### config.mk
export PLATFORM = sky130hd
export DESIGN_NAME = dacldr_host
export DESIGN_NICKNAME = d
export VERILOG_FILES = /design/src/verilog/dacldr_host.v /design/src/verilog/dacldr_timer.v
export VERILOG_INCLUDE_DIRS = /design/src /design/src/verilog
export SDC_FILE = /design/constraint.sdc
export NUM_CORES = 1
export LEC_CHECK = 0
export ABC_AREA = 1
export BUFFER_PORTS_ARGS = -buffer_cell sky130_fd_sc_hd__buf_4
export CAP_MARGIN = 25
export CELL_PAD_IN_SITES_DETAIL_PLACEMENT = 1
export CELL_PAD_IN_SITES_GLOBAL_PLACEMENT = 2
export CORE_ASPECT_RATIO = 0.8
export CORE_MARGIN = 2
export CORE_UTILIZATION = 31
export CTS_CLUSTER_DIAMETER = 200
export DETAILED_ROUTE_END_ITERATION = 6
export PLACE_DENSITY_LB_ADDON = 0.1
export SLEW_MARGIN = 20
export SYNTH_ARGS = -nofsm -noshare
export SYNTH_HDL_FRONTEND = slang
export SYNTH_SLANG_ARGS = --single-unit
### constraint.sdc
create_clock -name CORE_CLK -period 3.3 [get_ports CORE_CLK]
set_input_delay 0.33 -clock CORE_CLK [delete_from_list [all_inputs] [get_ports CORE_CLK]]
set_output_delay 0.33 -clock CORE_CLK [all_outputs]
set_load 0.05 [all_outputs]
### src/verilog/dacldr_defines.vh
`ifndef DACLDR_DEFINES_VH
`define DACLDR_DEFINES_VH

// Transfer modes.
`define DACLDR_MODE_AUTO   2'h0
`define DACLDR_MODE_PROC   2'h1
`define DACLDR_MODE_EXT    2'h2
`define DACLDR_MODE_FLOW   2'h3

// Bus arrangements.
`define DACLDR_BUS_8       2'h0
`define DACLDR_BUS_16      2'h1
`define DACLDR_BUS_ALONE   2'h2

// Word layout.
`define DACLDR_WORD_W      10
`define DACLDR_SRC_W       16
`define DACLDR_LJ_LSB      6

// Strobe timing at 25 MHz.
`define DACLDR_CLK_NS      40
`define DACLDR_SETUP_NS    80
`define DACLDR_PULSE_NS    200
`define DACLDR_HOLD_NS     80
`define DACLDR_SETUP_CYC   ((`DACLDR_SETUP_NS + `DACLDR_CLK_NS - 1) / `DACLDR_CLK_NS)
`define DACLDR_PULSE_CYC   ((`DACLDR_PULSE_NS + `DACLDR_CLK_NS - 1) / `DACLDR_CLK_NS)
`define DACLDR_HOLD_CYC    ((`DACLDR_HOLD_NS + `DACLDR_CLK_NS - 1) / `DACLDR_CLK_NS)
`define DACLDR_CNT_W       4

`endif

### src/verilog/dacldr_host.v
// Overview of operation
// RULE1 - Eight-bit bus needs two write cycles
// RULE2 - First write loads all, second two bits
// RULE3 - Right justified: low byte sent first
// RULE4 - Left justified: high byte sent first
// RULE5 - Justify pin high selects left justified
// RULE6 - Reduced variant: left only, high first
// RULE7 - Six surplus source bits are don't care
// RULE8 - Converter register load updates output
// RULE9 - Auto mode: second write also transfers
// RULE10 - Processor mode: third strobe with transfer
// RULE11 - Transfer from second select, byte from address
// RULE12 - External mode: outside logic times transfer
// RULE13 - Sixteen-bit bus: lines six-fifteen, byte high (code uses lines zero-nine when right justified)
// RULE14 - Sixteen-bit bus: flow, single, double buffered
// RULE15 - Stand-alone: single and double buffered
// RULE16 - Flow-through: all strobes held active
// RULE17 - Address bit zero drives byte and transfer
// RULE18 - Converter follows while transfer strobe low
// RULE19 - Input latch transparent while select, write low
// RULE20 - Byte select high loads all ten bits
`timescale 1ns/1ps
`include "dacldr_defines.vh"

module dacldr_host
(
  input  wire         CORE_CLK,
  input  wire         SRST,
  input  wire         START,
  input  wire [15:0]  SRC_WORD,
  input  wire [1:0]   BUS_MODE,
  input  wire [1:0]   XFER_MODE,
  input  wire         LEFT_JUSTIFY,
  input  wire         DOUBLE_BUF,
  input  wire         REDUCED_PART,
  input  wire         EXT_XFER_REQ,
  output reg          BUSY,
  output reg          DONE,
  output reg  [15:0]  DATA_BUS,
  output reg          CHIP_SELECT_N,
  output reg          WRITE_STROBE_FIRST_N,
  output reg          WRITE_STROBE_SECOND_N,
  output reg          BYTE_SELECT,
  output reg          XFER_N,
  output reg          JUSTIFY_SELECT,
  output reg          ADDR_BIT_ZERO
);

  // ----------------------------------------------------------------
  // State codes
  // ----------------------------------------------------------------
  localparam [2:0] ST_IDLE  = 3'h0;
  localparam [2:0] ST_SETUP = 3'h1;
  localparam [2:0] ST_PULSE = 3'h2;
  localparam [2:0] ST_HOLD  = 3'h3;
  localparam [2:0] ST_NEXT  = 3'h4;
  localparam [2:0] ST_EXTW  = 3'h5;
  localparam [2:0] ST_FLOW  = 3'h6;

  localparam integer SETUP_C = `DACLDR_SETUP_CYC;
  localparam integer PULSE_C = `DACLDR_PULSE_CYC;
  localparam integer HOLD_C  = `DACLDR_HOLD_CYC;

  // ----------------------------------------------------------------
  // Input synchroniser for the external transfer request
  // ----------------------------------------------------------------
  reg ext_meta_r;
  reg ext_sync_r;

  always @(posedge CORE_CLK)
  begin
    ext_meta_r <= EXT_XFER_REQ;
    ext_sync_r <= ext_meta_r;
  end

  // ----------------------------------------------------------------
  // Sequencer
  // ----------------------------------------------------------------
  reg  [2:0]               state_r;
  reg  [1:0]               step_r;
  reg  [1:0]               last_r;
  reg  [1:0]               xmode_r;
  reg  [1:0]               bmode_r;
  reg                      lj_r;
  reg  [9:0]               word_r;
  reg                      tload;
  reg  [`DACLDR_CNT_W-1:0] tcount;
  wire                     tdone;

  dacldr_timer u_timer
  (
    .clk    (CORE_CLK),
    .srst   (SRST),
    .load   (tload),
    .count  (tcount),
    .done_r (tdone)
  );

  // The effective justification is forced left on the reduced part.
  wire lj_eff = LEFT_JUSTIFY | REDUCED_PART;                  // [RULE5] [RULE6]

  // Bits 9:8 go out on the high byte, bits 7:0 on the low byte when
  // right justified; left justified keeps the word in bits 15:6.
  wire [7:0] rj_lo = word_r[7:0];
  wire [7:0] rj_hi = {6'h00, word_r[9:8]};
  wire [7:0] lj_hi = word_r[9:2];
  wire [7:0] lj_lo = {word_r[1:0], 6'h00};
  // Byte for 8-bit step 0 (first) or any later step (second).
  wire [7:0] byte_out = (step_r == 2'h0) ? (lj_r ? lj_hi : rj_lo) // [RULE3]
                                         : (lj_r ? lj_lo : rj_hi); // [RULE4]

  // Strobe pattern for the current step while pulsing.
  reg       wr2_act;
  reg       bsel;
  reg       xfer_act;
  always @*
  begin
    wr2_act  = 1'b0;
    bsel     = 1'b1;
    xfer_act = 1'b0;
    if (bmode_r == `DACLDR_BUS_8)
    begin
      // Only the first byte opens the whole latch. The transfer write
      // repeats the second byte, so its two-bit reload changes nothing.
      bsel     = (step_r == 2'h0); // [RULE2] [RULE20]
      wr2_act  = (step_r == 2'h2) || // [RULE10] [RULE11]
                 (step_r == 2'h1 && xmode_r == `DACLDR_MODE_AUTO); // [RULE9]
      xfer_act = wr2_act; // [RULE17]
    end
    else if (step_r == 2'h0)
    begin
      // Single buffered: both latches strobed together.
      wr2_act  = ~DOUBLE_BUF;                                 // [RULE14] [RULE15]
      xfer_act = ~DOUBLE_BUF;
    end
    else
    begin
      wr2_act  = 1'b1;                                        // [RULE8] [RULE18]
      xfer_act = 1'b1;
    end
  end

  // ----------------------------------------------------------------
  // State register and outputs
  // ----------------------------------------------------------------
  always @(posedge CORE_CLK)
  begin
    if (SRST)
    begin
      state_r               <= ST_IDLE;
      tload                 <= 1'b0;
      BUSY                  <= 1'b0;
      DONE                  <= 1'b0;
      DATA_BUS              <= 16'h0000;
      CHIP_SELECT_N         <= 1'b1;
      WRITE_STROBE_FIRST_N  <= 1'b1;
      WRITE_STROBE_SECOND_N <= 1'b1;
      BYTE_SELECT           <= 1'b1;
      XFER_N                <= 1'b1;
      JUSTIFY_SELECT        <= 1'b0;
      ADDR_BIT_ZERO         <= 1'b1;
    end
    else
    begin
      tload <= 1'b0;
      DONE  <= 1'b0;
      JUSTIFY_SELECT <= lj_eff;                               // [RULE5]
      case (state_r)
        ST_IDLE:
        begin
          if (START)
          begin
            lj_r    <= lj_eff;
            xmode_r <= XFER_MODE;
            bmode_r <= BUS_MODE;
            step_r  <= 2'h0;
            // Ten bits only; the six surplus source bits are dropped.
            word_r  <= lj_eff ? SRC_WORD[15:`DACLDR_LJ_LSB]
                              : SRC_WORD[9:0];                // [RULE7]
            if (BUS_MODE != `DACLDR_BUS_8)
              last_r <= DOUBLE_BUF ? 2'h1 : 2'h0;
            else if (XFER_MODE == `DACLDR_MODE_PROC)
              last_r <= 2'h2;                                 // [RULE10]
            else
              last_r <= 2'h1;                                 // [RULE1]
            BUSY   <= 1'b1;
            if (BUS_MODE != `DACLDR_BUS_8
                && XFER_MODE == `DACLDR_MODE_FLOW)
              state_r <= ST_FLOW;
            else
            begin
              tcount  <= SETUP_C[`DACLDR_CNT_W-1:0];
              tload   <= 1'b1;
              state_r <= ST_SETUP;
            end
          end
        end
        ST_SETUP:
        begin
          CHIP_SELECT_N <= 1'b0;
          if (bmode_r == `DACLDR_BUS_8)
            DATA_BUS <= {byte_out, byte_out};
          else
            DATA_BUS <= lj_r ? {word_r, 6'h00}
                             : {6'h00, word_r};               // [RULE13]
          BYTE_SELECT   <= bsel;
          ADDR_BIT_ZERO <= bsel;                              // [RULE17]
          if (!tload && tdone)
          begin
            tcount  <= PULSE_C[`DACLDR_CNT_W-1:0];
            tload   <= 1'b1;
            state_r <= ST_PULSE;
          end
        end
        ST_PULSE:
        begin
          WRITE_STROBE_FIRST_N  <= 1'b0;                      // [RULE19]
          WRITE_STROBE_SECOND_N <= ~wr2_act;
          XFER_N                <= ~xfer_act;
          if (!tload && tdone)
          begin
            tcount  <= HOLD_C[`DACLDR_CNT_W-1:0];
            tload   <= 1'b1;
            state_r <= ST_HOLD;
          end
        end
        ST_HOLD:
        begin
          WRITE_STROBE_FIRST_N  <= 1'b1;
          WRITE_STROBE_SECOND_N <= 1'b1;
          XFER_N                <= 1'b1;
          if (!tload && tdone)
          begin
            CHIP_SELECT_N <= 1'b1;
            state_r       <= ST_NEXT;
          end
        end
        ST_NEXT:
        begin
          if (step_r == last_r)
          begin
            if (bmode_r == `DACLDR_BUS_8
                && xmode_r == `DACLDR_MODE_EXT)
              state_r <= ST_EXTW;                             // [RULE12]
            else
            begin
              BUSY    <= 1'b0;
              DONE    <= 1'b1;
              state_r <= ST_IDLE;
            end
          end
          else
          begin
            step_r  <= step_r + 2'h1;
            tcount  <= SETUP_C[`DACLDR_CNT_W-1:0];
            tload   <= 1'b1;
            state_r <= ST_SETUP;
          end
        end
        ST_EXTW:
        begin
          // External logic owns the transfer strobe; wait for its request.
          if (ext_sync_r)
          begin
            BUSY    <= 1'b0;
            DONE    <= 1'b1;
            state_r <= ST_IDLE;
          end
        end
        ST_FLOW:
        begin
          CHIP_SELECT_N         <= 1'b0;                      // [RULE16]
          WRITE_STROBE_FIRST_N  <= 1'b0;
          WRITE_STROBE_SECOND_N <= 1'b0;
          XFER_N                <= 1'b0;
          BYTE_SELECT           <= 1'b1;
          ADDR_BIT_ZERO         <= 1'b1; // [RULE17]
          DATA_BUS <= lj_r ? {SRC_WORD[15:6], 6'h00}
                           : {6'h00, SRC_WORD[9:0]};
          if (!START)
          begin
            CHIP_SELECT_N         <= 1'b1;
            WRITE_STROBE_FIRST_N  <= 1'b1;
            WRITE_STROBE_SECOND_N <= 1'b1;
            XFER_N                <= 1'b1;
            BUSY                  <= 1'b0;
            DONE                  <= 1'b1;
            state_r               <= ST_IDLE;
          end
        end
        default:
          state_r <= ST_IDLE;
      endcase
    end
  end
endmodule

### src/verilog/dacldr_timer.v
`timescale 1ns/1ps
`include "dacldr_defines.vh"

module dacldr_timer
(
  input  wire                      clk,
  input  wire                      srst,
  input  wire                      load,
  input  wire [`DACLDR_CNT_W-1:0]  count,
  output reg                       done_r
);

  reg [`DACLDR_CNT_W-1:0] cnt_r;

  // Loaded with a count, done rises once that many edges have passed.
  always @(posedge clk)
  begin
    if (srst)
    begin
      cnt_r  <= {`DACLDR_CNT_W{1'b0}};
      done_r <= 1'b1;
    end
    else if (load)
    begin
      cnt_r  <= count;
      done_r <= 1'b0;
    end
    else if (cnt_r > {{(`DACLDR_CNT_W-1){1'b0}}, 1'b1})
    begin
      cnt_r  <= cnt_r - {{(`DACLDR_CNT_W-1){1'b0}}, 1'b1};
    end
    else
    begin
      cnt_r  <= {`DACLDR_CNT_W{1'b0}};
      done_r <= 1'b1;
    end
  end

endmodule
==> Yosys cells after proc, flatten, opt, wreduce, memory -nomap -nowiden <==
Index checks and enable logic that the tools add are counted.
{ "op_classes": {"add_sub_neg": 2, "n_lt_le_gt_ge": 1, "n_eq_ne": 23, "muxes": 58, "n_bitwise": 4, "n_reduce_logical": 24} }
{ "ops": {"columns": ["op", "n"], "rows": [
  ["$mux W16", 3],
  ["$pmux W16 S2", 1],
  ["$mux W4", 7],
  ["$mux W3", 9],
  ["$mux W8", 3],
  ["$ne A2 B2 Y1 const B", 11],
  ["$pmux W3 S7", 1],
  ["$mux W1", 20],
  ["$pmux W4 S4", 1],
  ["$pmux W1 S3", 5],
  ["$reduce_and A6 Y1", 2],
  ["$mux W10", 1],
  ["$eq A3 B3 Y1 const B", 3],
  ["$mux W2", 4],
  ["$reduce_bool A4 Y1", 2],
  ["$reduce_and A7 Y1", 1],
  ["$eq A2 B2 Y1 const B", 3],
  ["$eq A3 B2 Y1 const B", 2],
  ["$logic_not A2 Y1", 3],
  ["$reduce_bool A2 Y1", 3],
  ["$reduce_bool A3 Y1", 2],
  ["$eq A2 B1 Y1 const B", 2],
  ["$gt A4 B1 Y1 const B", 1],
  ["$logic_and A1 B1 Y1", 4],
  ["other kinds (16)", 18]
]} }
{ "totals": {"ff_bits": 57, "input_bits": 27} }

==> Longest topological paths before layout <==
Gate-level depths: netlist of run 1.
{ "depth": {"word_depth": 6, "ltp_mapped": 10, "depth_no_buf": 9} }

==> By module <==
A second synthesis of run 1 with hierarchy kept.
{ "hier_totals": {"hier_cells": 415, "hier_area_um2": 3100.5} }
{ "by_module_without_submodules": {"columns": ["mod", "n_inst", "cells_per_inst", "area_per_inst_um2", "seq_area_each_um2"], "rows": [
  ["dacldr_host", 1, 379, 2842.7, 1211.2],
  ["dacldr_timer", 1, 36, 257.7, 100.1]
]} }

==> Worst setup path after synthesis of run 1 <==
OpenSTA, ideal clock, no wires.
{ "synth_path": {"path_type": "register to register", "startpoint": "reg state_r[1]", "endpoint": "reg bmode_r[0], enable pin", "setup_time_ps": 412, "arrival_ps": 1945, "setup_slack_ps": 942, "stages_incl_launch_ff": 5, "n_path_buf": 1, "period_less_slack_ps": 2358, "cell_sequence": "dfxtp_1 -> buf_4 -> nor2_1 -> nand2_1 -> nor3_1"} }
{ "synth_between": {"elab_chain_len": 2} }
{ "synth_lines": {"columns": ["element", "line", "source"], "rows": [
  ["start: declaration", "dacldr_host.v:79", "reg [2:0] state_r;"],
  ["start signal: assignment", "dacldr_host.v:150", "state_r <= ST_IDLE;"],
  ["start signal: assignment", "dacldr_host.v:189", "state_r <= ST_FLOW;"],
  ["start signal: assignment", "dacldr_host.v:194", "state_r <= ST_SETUP;"],
  ["$logic_not A3 Y1", "dacldr_host.v:168", "case (state_r)"],
  ["$reduce_and A3 Y1 (no source line)", null, null],
  ["end signal: assignment", "dacldr_host.v:175", "bmode_r <= BUS_MODE;"],
  ["end: declaration", "dacldr_host.v:83", "reg [1:0] bmode_r;"]
]} }
No other way between the ends.
A chain may end at the register's enable or synchronous reset.

==> Worst setup path after layout of run 1 <==
{ "layout_path": {"startpoint": "reg state_r[1]", "endpoint": "reg tcount[0], enable pin"} }
{ "layout_between": {"elab_chain_len": 3, "elab_cells_between_ends": 11, "classes_between": "eq/ne: 8; reduce/logical: 3"} }
{ "layout_lines": {"columns": ["element", "line", "source"], "rows": [
  ["$eq A3 B3 Y1, or another cell as far along", "dacldr_host.v:168", null],
  ["$reduce_bool A4 Y1 (no source line) or $ne A2 B2 Y1 (tied branches)", null, null],
  ["$reduce_and A7 Y1 (no source line) *", null, null],
  ["end signal: assignment", "dacldr_host.v:192", "tcount <= SETUP_C[`DACLDR_CNT_W-1:0];"],
  ["end signal: assignment", "dacldr_host.v:210", "tcount <= PULSE_C[`DACLDR_CNT_W-1:0];"],
  ["end signal: assignment", "dacldr_host.v:222", "tcount <= HOLD_C[`DACLDR_CNT_W-1:0];"],
  ["end: declaration", "dacldr_host.v:87", "reg [`DACLDR_CNT_W-1:0] tcount;"]
]} }
Every way passes the cells marked *; elsewhere a longest branch is shown, timed or not.

==> impl_metrics.toml, run 1 <==
[floorplanning]
rows = 32
die_h_um = 92.3
core_um2 = 9570
die_w_um = 114
num_io_pins = 52
initial_core_util = 0.316
die_area_um2 = 10600

[yosys]
ys_types = 39
synth_nets = 443
ys_seq_area_frac = 0.434
yosysTopAreaCellShare = 0.225
ys_top_cells_by_area = "dfxtp_1 (23%), edfxtp_1 (21%), nand2_1 (15%)"
synth_commonest_cells = "nand2_1 (121), inv_1 (38), o21ai_0 (37)"
post-synth-top-count-cell = "nand2_1"
postSynth.asyncResetShare = 0
synthCells = 411
synth_area_leader_cell = "dfxtp_1"
yosysWarnings = 0
synth-seq-cells = 55
netlist_area_um2 = 3020
syn_area_per_cell_um2 = 7.35
synthFlopType = "dfxtp_1"
synth_edf_count = 21

[clock_network]
cts_resized = 0
clkSinkCount = 55
cts-root-buf = "clkbuf_16"
insertion_delay_ns = 0.30
hold_buffers = 0
postCtsSetupBuffers = 0
cts_tree = "built"
cts_made_buffers = 5
clk_path_buf_depth = 2
cts.clk_slew.worst_paths_ns = 0.08
h-tree-depth = 2

[critical_path]
worstSetupStartpoint = "state_r[1]"
ff2ff_setup_slack_ns = 1.30
r2r_start = "state_r[1]"
reg2reg_depth = 6
cp.required_ns = 3.25
crit_path_start_kind = "flop"
r2r_end = "tcount[0]"
endpoint = "tcount[0]"
crit_type = "reg2reg"
worstPathMaxFanout = 12
arrival_ns = 1.96
end_kind = "flop"

[layout]
final_core_util = 0.377
diodes = 0
final_cell_area_um2 = 3610
area_growth_pct = 19.6
drive_above_1_share = 0.186
layout.nets = 487

[sta]
hold_viol_final = 0
setup_ws_ns = 1.30
period_share = 0.607
fin_tns_setup_ns = 0
tightest_slew_ns = 0.522
finalSetupViolations = 0
slew_headroom = 0.651
skew_ns = 0.00612
fmax_mhz = 499
drv_slew = 0
rsz0062_at_grt = "false"
min_period_ns = 2.00

[global_routing]
grt_pass1_vias = 2907
track_usage = 0.195
antenna_found_initial = 0
grt_max_degree = 23
overflow = 0
grt_pass1_wl_um = 15900

[route]
firstDrtPassIters = 4
met3WireLength_um = 365
dr.first_iter.drc_count = 126
wl_um = 9540
wl_met2_um = 3800
antenna_left = 0
wl_per_cell_um = 16.6
met1_length_um = 5310
drc = 0
via_per_inst = 4.86
routed.top_layer = "met4"
vias = 2793

[power]
vdd.ir_drop.worst_mv = 0.282
leakage_nw = 1.62
power_density_nw_per_um2 = 792

[placement]
place.gp.congestion = 0.780
placed_area_um2 = 3470
place_ws_ns = 1.31
portBuffers = 51
hpwl_um = 7140

[hold_path]
hold_path_class = "in2reg"
min_delay_path_depth = 1

[run]
cap_violations = 0

[run_status]
status = "finished, final reports clean"
-- report_power, final --
part           switching [mW]  internal, mW
clock                   0.260         0.279
combinational           0.900         0.391
sequential              0.146         0.885
total                    1.31          1.55
-- metrics by stage --
stage	total power, mW	instances	hold WS (ns)
6_report	2.86	575	0.129
4_1_cts	2.89	575	0.120
2_1_floorplan	1.97	411	0.310
5_1_grt	3.07	575	0.115
3_3_place_gp	2.33	567	0.312
3_5_place_dp	2.34	567	0.313
-- critical path, cell delays in order, from the launching register on --
cell     delay, ns
dfxtp_1       0.60
inv_1         0.18
nand2_1       0.18
nor2_1        0.10
inv_1         0.10
nor2_1        0.08
nor4_1        0.40
-- cell type report --
| class | instances | area [µm²] |
|---|---|---|
| clock buffer | 5 | 125 |
| clock inverter | 3 | 15.0 |
| fill | 1194 | 5960 |
| timing repair buffer | 54 | 405 |
| inverter | 47 | 181 |
| tap | 119 | 149 |
| multi-input combinational | 292 | 1420 |
| sequential | 55 | 1310 |
-- flip-flops by register name (all words and copies together) (netlist names) --
| name | cells |
|---|---|
| WRITE_STROBE_FIRST_N | 1 |
| last_r | 2 |
| ADDR_BIT_ZERO | 1 |
| tcount | 2 |
| CHIP_SELECT_N | 1 |
| state_r | 3 |
| BUSY | 1 |
| word_r | 10 |
| u_timer.done_r | 1 |
| xmode_r | 2 |
| DONE | 1 |
| tload | 1 |
| step_r | 2 |
| DATA_BUS | 16 |
| u_timer.cnt_r | 4 |
| ext_sync_r | 1 |
| bmode_r | 2 |
| ext_meta_r | 1 |
| XFER_N | 1 |
| lj_r | 1 |
| JUSTIFY_SELECT | 1 |
-- cell families after synthesis --
logic type | count (synthesis) | share of synthesized area
AND/OR/NAND/NOR | 206 | 0.294
buffers and inverters | 64 | 0.0961
adder cells (fa/ha/maj) | 5 | 0.0207
XOR/XNOR | 2 | 0.00580
AO/OA/AOI/OAI | 79 | 0.149
flip-flops | 55 | 0.434
-- layout by cell type, fill, tap and decap left out --
| master | n |
|---|---|
| nand2_1 | 121 |
| buf_4 | 54 |
| inv_1 | 38 |
| o21ai_0 | 37 |
| nor2_1 | 36 |
| dfxtp_1 | 34 |
| nand3_1 | 31 |
| a21oi_1 | 21 |
| edfxtp_1 | 21 |
| o211ai_1 | 10 |
| nand2_2 | 6 |
| inv_2 | 5 |
| ha_1 | 5 |
| clkbuf_16 | 5 |
| a21oi_2 | 3 |
| clkinv_2 | 3 |
| inv_4 | 2 |
| nand3_4 | 2 |
| clkinv_1 | 2 |
| nor3_1 | 2 |
| nor3_2 | 2 |
| nor4_1 | 2 |
| xnor2_1 | 2 |
| nand3_2 | 1 |
| nand4_1 | 1 |
| nor2_2 | 1 |
| o21a_1 | 1 |
| a31oi_1 | 1 |
| nand2_4 | 1 |
| a211oi_1 | 1 |
| o221ai_1 | 1 |
| a22oi_1 | 1 |
| o2111ai_1 | 1 |
| o21ai_1 | 1 |
| o31ai_1 | 1 |
-- routing by layer --
metal  global-route usage  vias to the layer above
li1                     -                     1430
met2                0.287                       46
met1                0.293                     1313
met5                    0                        -
met3               0.0416                        4
met4               0.0376                        0
-- worst min-delay path by stage --
stage / start / end / slack, ns
final: EXT_XFER_REQ / ext_meta_r / 0.13
after global routing: EXT_XFER_REQ / ext_meta_r / 0.12
after CTS: EXT_XFER_REQ / ext_meta_r / 0.12
after detailed placement: ext_meta_r / ext_sync_r / 0.31
after global placement: ext_meta_r / ext_sync_r / 0.31
after floorplan: ext_meta_r / ext_sync_r / 0.31
(Power assumes the default switching activity.)
==> run 2: changes to the inputs <==
ABC_AREA = 0   (was 1)
CORE_UTILIZATION = 34   (was 31)
clock period = 1.85 ns   (was 3.3 ns; I/O delays follow)
==> run 2 against run 1 <==
  * Sequential share of layout area fell by 1.4 points
  * Non-clock buffer count up 24
  * First-iteration DRC count increased by 32%
  * Power grew 70%
  * Utilization rose by 6.4 points
  * Critical path type unchanged
  * Critical endpoint is now step_r[0]
  * Largest cell class unchanged
  * Largest power group unchanged
==> impl_metrics.toml, run 2 <==
[clock_network]
cts_tree = "built"
insertion_delay_ns = 0.31
h-tree-depth = 2
cts.clk_slew.worst_paths_ns = 0.10
cts-root-buf = "clkbuf_8"
cts_made_buffers = 5
clk_path_buf_depth = 2
clkSinkCount = 55

[yosys]
postSynth.asyncResetShare = 0
post-synth-top-count-cell = "dfxtp_1"
synth_nets = 360
synth_edf_count = 21
ys_types = 54
netlist_area_um2 = 3010
yosysTopAreaCellShare = 0.226
synthCells = 328
ys_seq_area_frac = 0.436
synth-seq-cells = 55
ys_top_cells_by_area = "dfxtp_1 (23%), edfxtp_1 (21%), a21oi_1 (3.8%)"
yosysWarnings = 0
synth_commonest_cells = "dfxtp_1 (34), nor2_1 (27), a21oi_1 (23)"
synthFlopType = "dfxtp_1"
synth_area_leader_cell = "dfxtp_1"
syn_area_per_cell_um2 = 9.16

[layout]
reg.largest.list = "DATA_BUS x16, word_r x10, u_timer.cnt_r x4"
final_cell_area_um2 = 3760
top_register = "DATA_BUS"
layout.nets = 417
diodes = 0
layout_common_cells = "buf_4 (75), dfxtp_1 (33), nor2_1 (26)"
instances_no_fill = 498
area_growth_pct = 25.1
largest_reg_flops = 16
final_common_cell = "buf_4"
final_core_util = 0.441
drive_above_1_share = 0.277

[sta]
hold_viol_final = 0
min_period_ns = 1.74
rsz0062_at_grt = "true"
timing.hold.ws_ns = 0.0720
slew_headroom = 0.659
period_share = 0.943
fmax_mhz = 573
finalSetupViolations = 0
drv_slew = 0
tightest_slew_ns = 0.509
skew_ns = 0.00614

[critical_path]
end_kind = "flop"
cp_slowest_cell = "edfxtp_1"
ff2ff_setup_slack_ns = 0.11
cp_cell_sequence = "buf_4, xor2_1, or2_2, o21ai_0, buf_4, nor3_1"
arrival_ns = 1.74
cp.required_ns = 1.84
worstPathMaxFanout = 3
cp_common_cell = "buf_4"
slowest_delay_ns = 0.44
crit_path_start_kind = "flop"
crit_type = "reg2reg"

[floorplanning]
core_um2 = 8520
die_area_um2 = 9610
initial_core_util = 0.353
die_w_um = 109
rows = 30
die_h_um = 88.1
num_io_pins = 52

[placement]
portBuffers = 51
place.gp.congestion = 0.824
dp_cells = 489
hpwl_um = 6790
placed_area_um2 = 3610

[run_status]
status = "finished, final reports clean"

[route]
drc = 0
wl_per_cell_um = 18.3
wl_um = 9130
antenna_left = 0
firstDrtPassIters = 4
via_per_inst = 5.46
vias = 2719
dr.first_iter.drc_count = 166

[global_routing]
overflow = 0
track_usage = 0.202
grt_pass1_vias = 2672
grt_pass1_wl_um = 14700
grt_max_degree = 38
antenna_found_initial = 0

[power]
power_density_nw_per_um2 = 1290
vdd.ir_drop.worst_mv = 0.390
leakage_nw = 1.48

[hold_path]
hold_path_class = "in2reg"

[run]
cap_violations = 0
## run 2: area by class of cell
| cell class | instances | area, µm² |
|---|---|---|
| clock buffers | 7 | 108 |
| clock inverters | 1 | 5.00 |
| fillers | 999 | 4760 |
| inverters | 11 | 41.3 |
| multi-input cells | 234 | 1540 |
| flip-flops and latches | 55 | 1310 |
| well taps | 112 | 140 |
| repair buffers | 78 | 613 |
## run 2: worst paths after layout
path	start	endpoint	depth (start not counted)
setup / recovery	step_r[1]	step_r[0]	6
hold / removal	XFER_MODE[0]	xmode_r[0]	1
setup reg to reg	step_r[1]	step_r[0]	6
hold reg to reg	ext_meta_r	ext_sync_r	0
## run 2: where the power goes
part           leakage (nW)  switching (mW)  internal (mW)
Combinational         0.949            1.40          0.882
Sequential            0.473           0.220           1.55
Clock                0.0594           0.413          0.385
Total                  1.48            2.04           2.82
## run 2: kinds of logic after synthesis
family,count (synthesis),share of synthesized area
xor+xnor,3,0.00874
fa+ha+maj,5,0.0208
mux,13,0.0475
flops,55,0.436
compound gates,109,0.245
simple gates,104,0.182
buf+inv,39,0.0595
## run 2: what timing repair did
item | 4_1_cts | 5_1_grt
endpoints found under the setup margin | 2 | 4
gates cloned | 0 | 0
buffers inserted | 0 | 0
gates resized for setup | 1 | 4
hold buffers | 1 | 0
endpoints found under the hold margin | 1 | 0
## run 2: critical path, delay by kind of cell, from the launching register on
kind / cells / cell delay, ns
buffers and inverters: 2 / 0.33
xor gates and xnor gates: 1 / 0.17
DFF: 1 / 0.44
AOI/OAI and AO/OA: 1 / 0.08
and+or+nand+nor: 2 / 0.41
## run 2: metal layers
| metal | wire length [µm] | global-route usage | share of wire |
|---|---|---|---|
| met5 | 0 | 0 | 0 |
| met4 | 50 | 0.0361 | 0.0055 |
| met3 | 453 | 0.0305 | 0.050 |
| met2 | 3770 | 0.282 | 0.41 |
| met1 | 4860 | 0.324 | 0.53 |
## run 2: per-stage QoR
| step | setup slack [ns] | total power, mW | TNS, ns |
|---|---|---|---|
| final | 0.105 | 4.85 | 0 |
| after CTS | 0.0962 | 4.87 | 0 |
| after global routing | -0.0347 | 5.18 | -0.0704 |
| after detailed placement | 0.0258 | 4.06 | 0 |
| after floorplan | 0.144 | 3.28 | 0 |
| after global placement | 0.0881 | 4.03 | 0 |
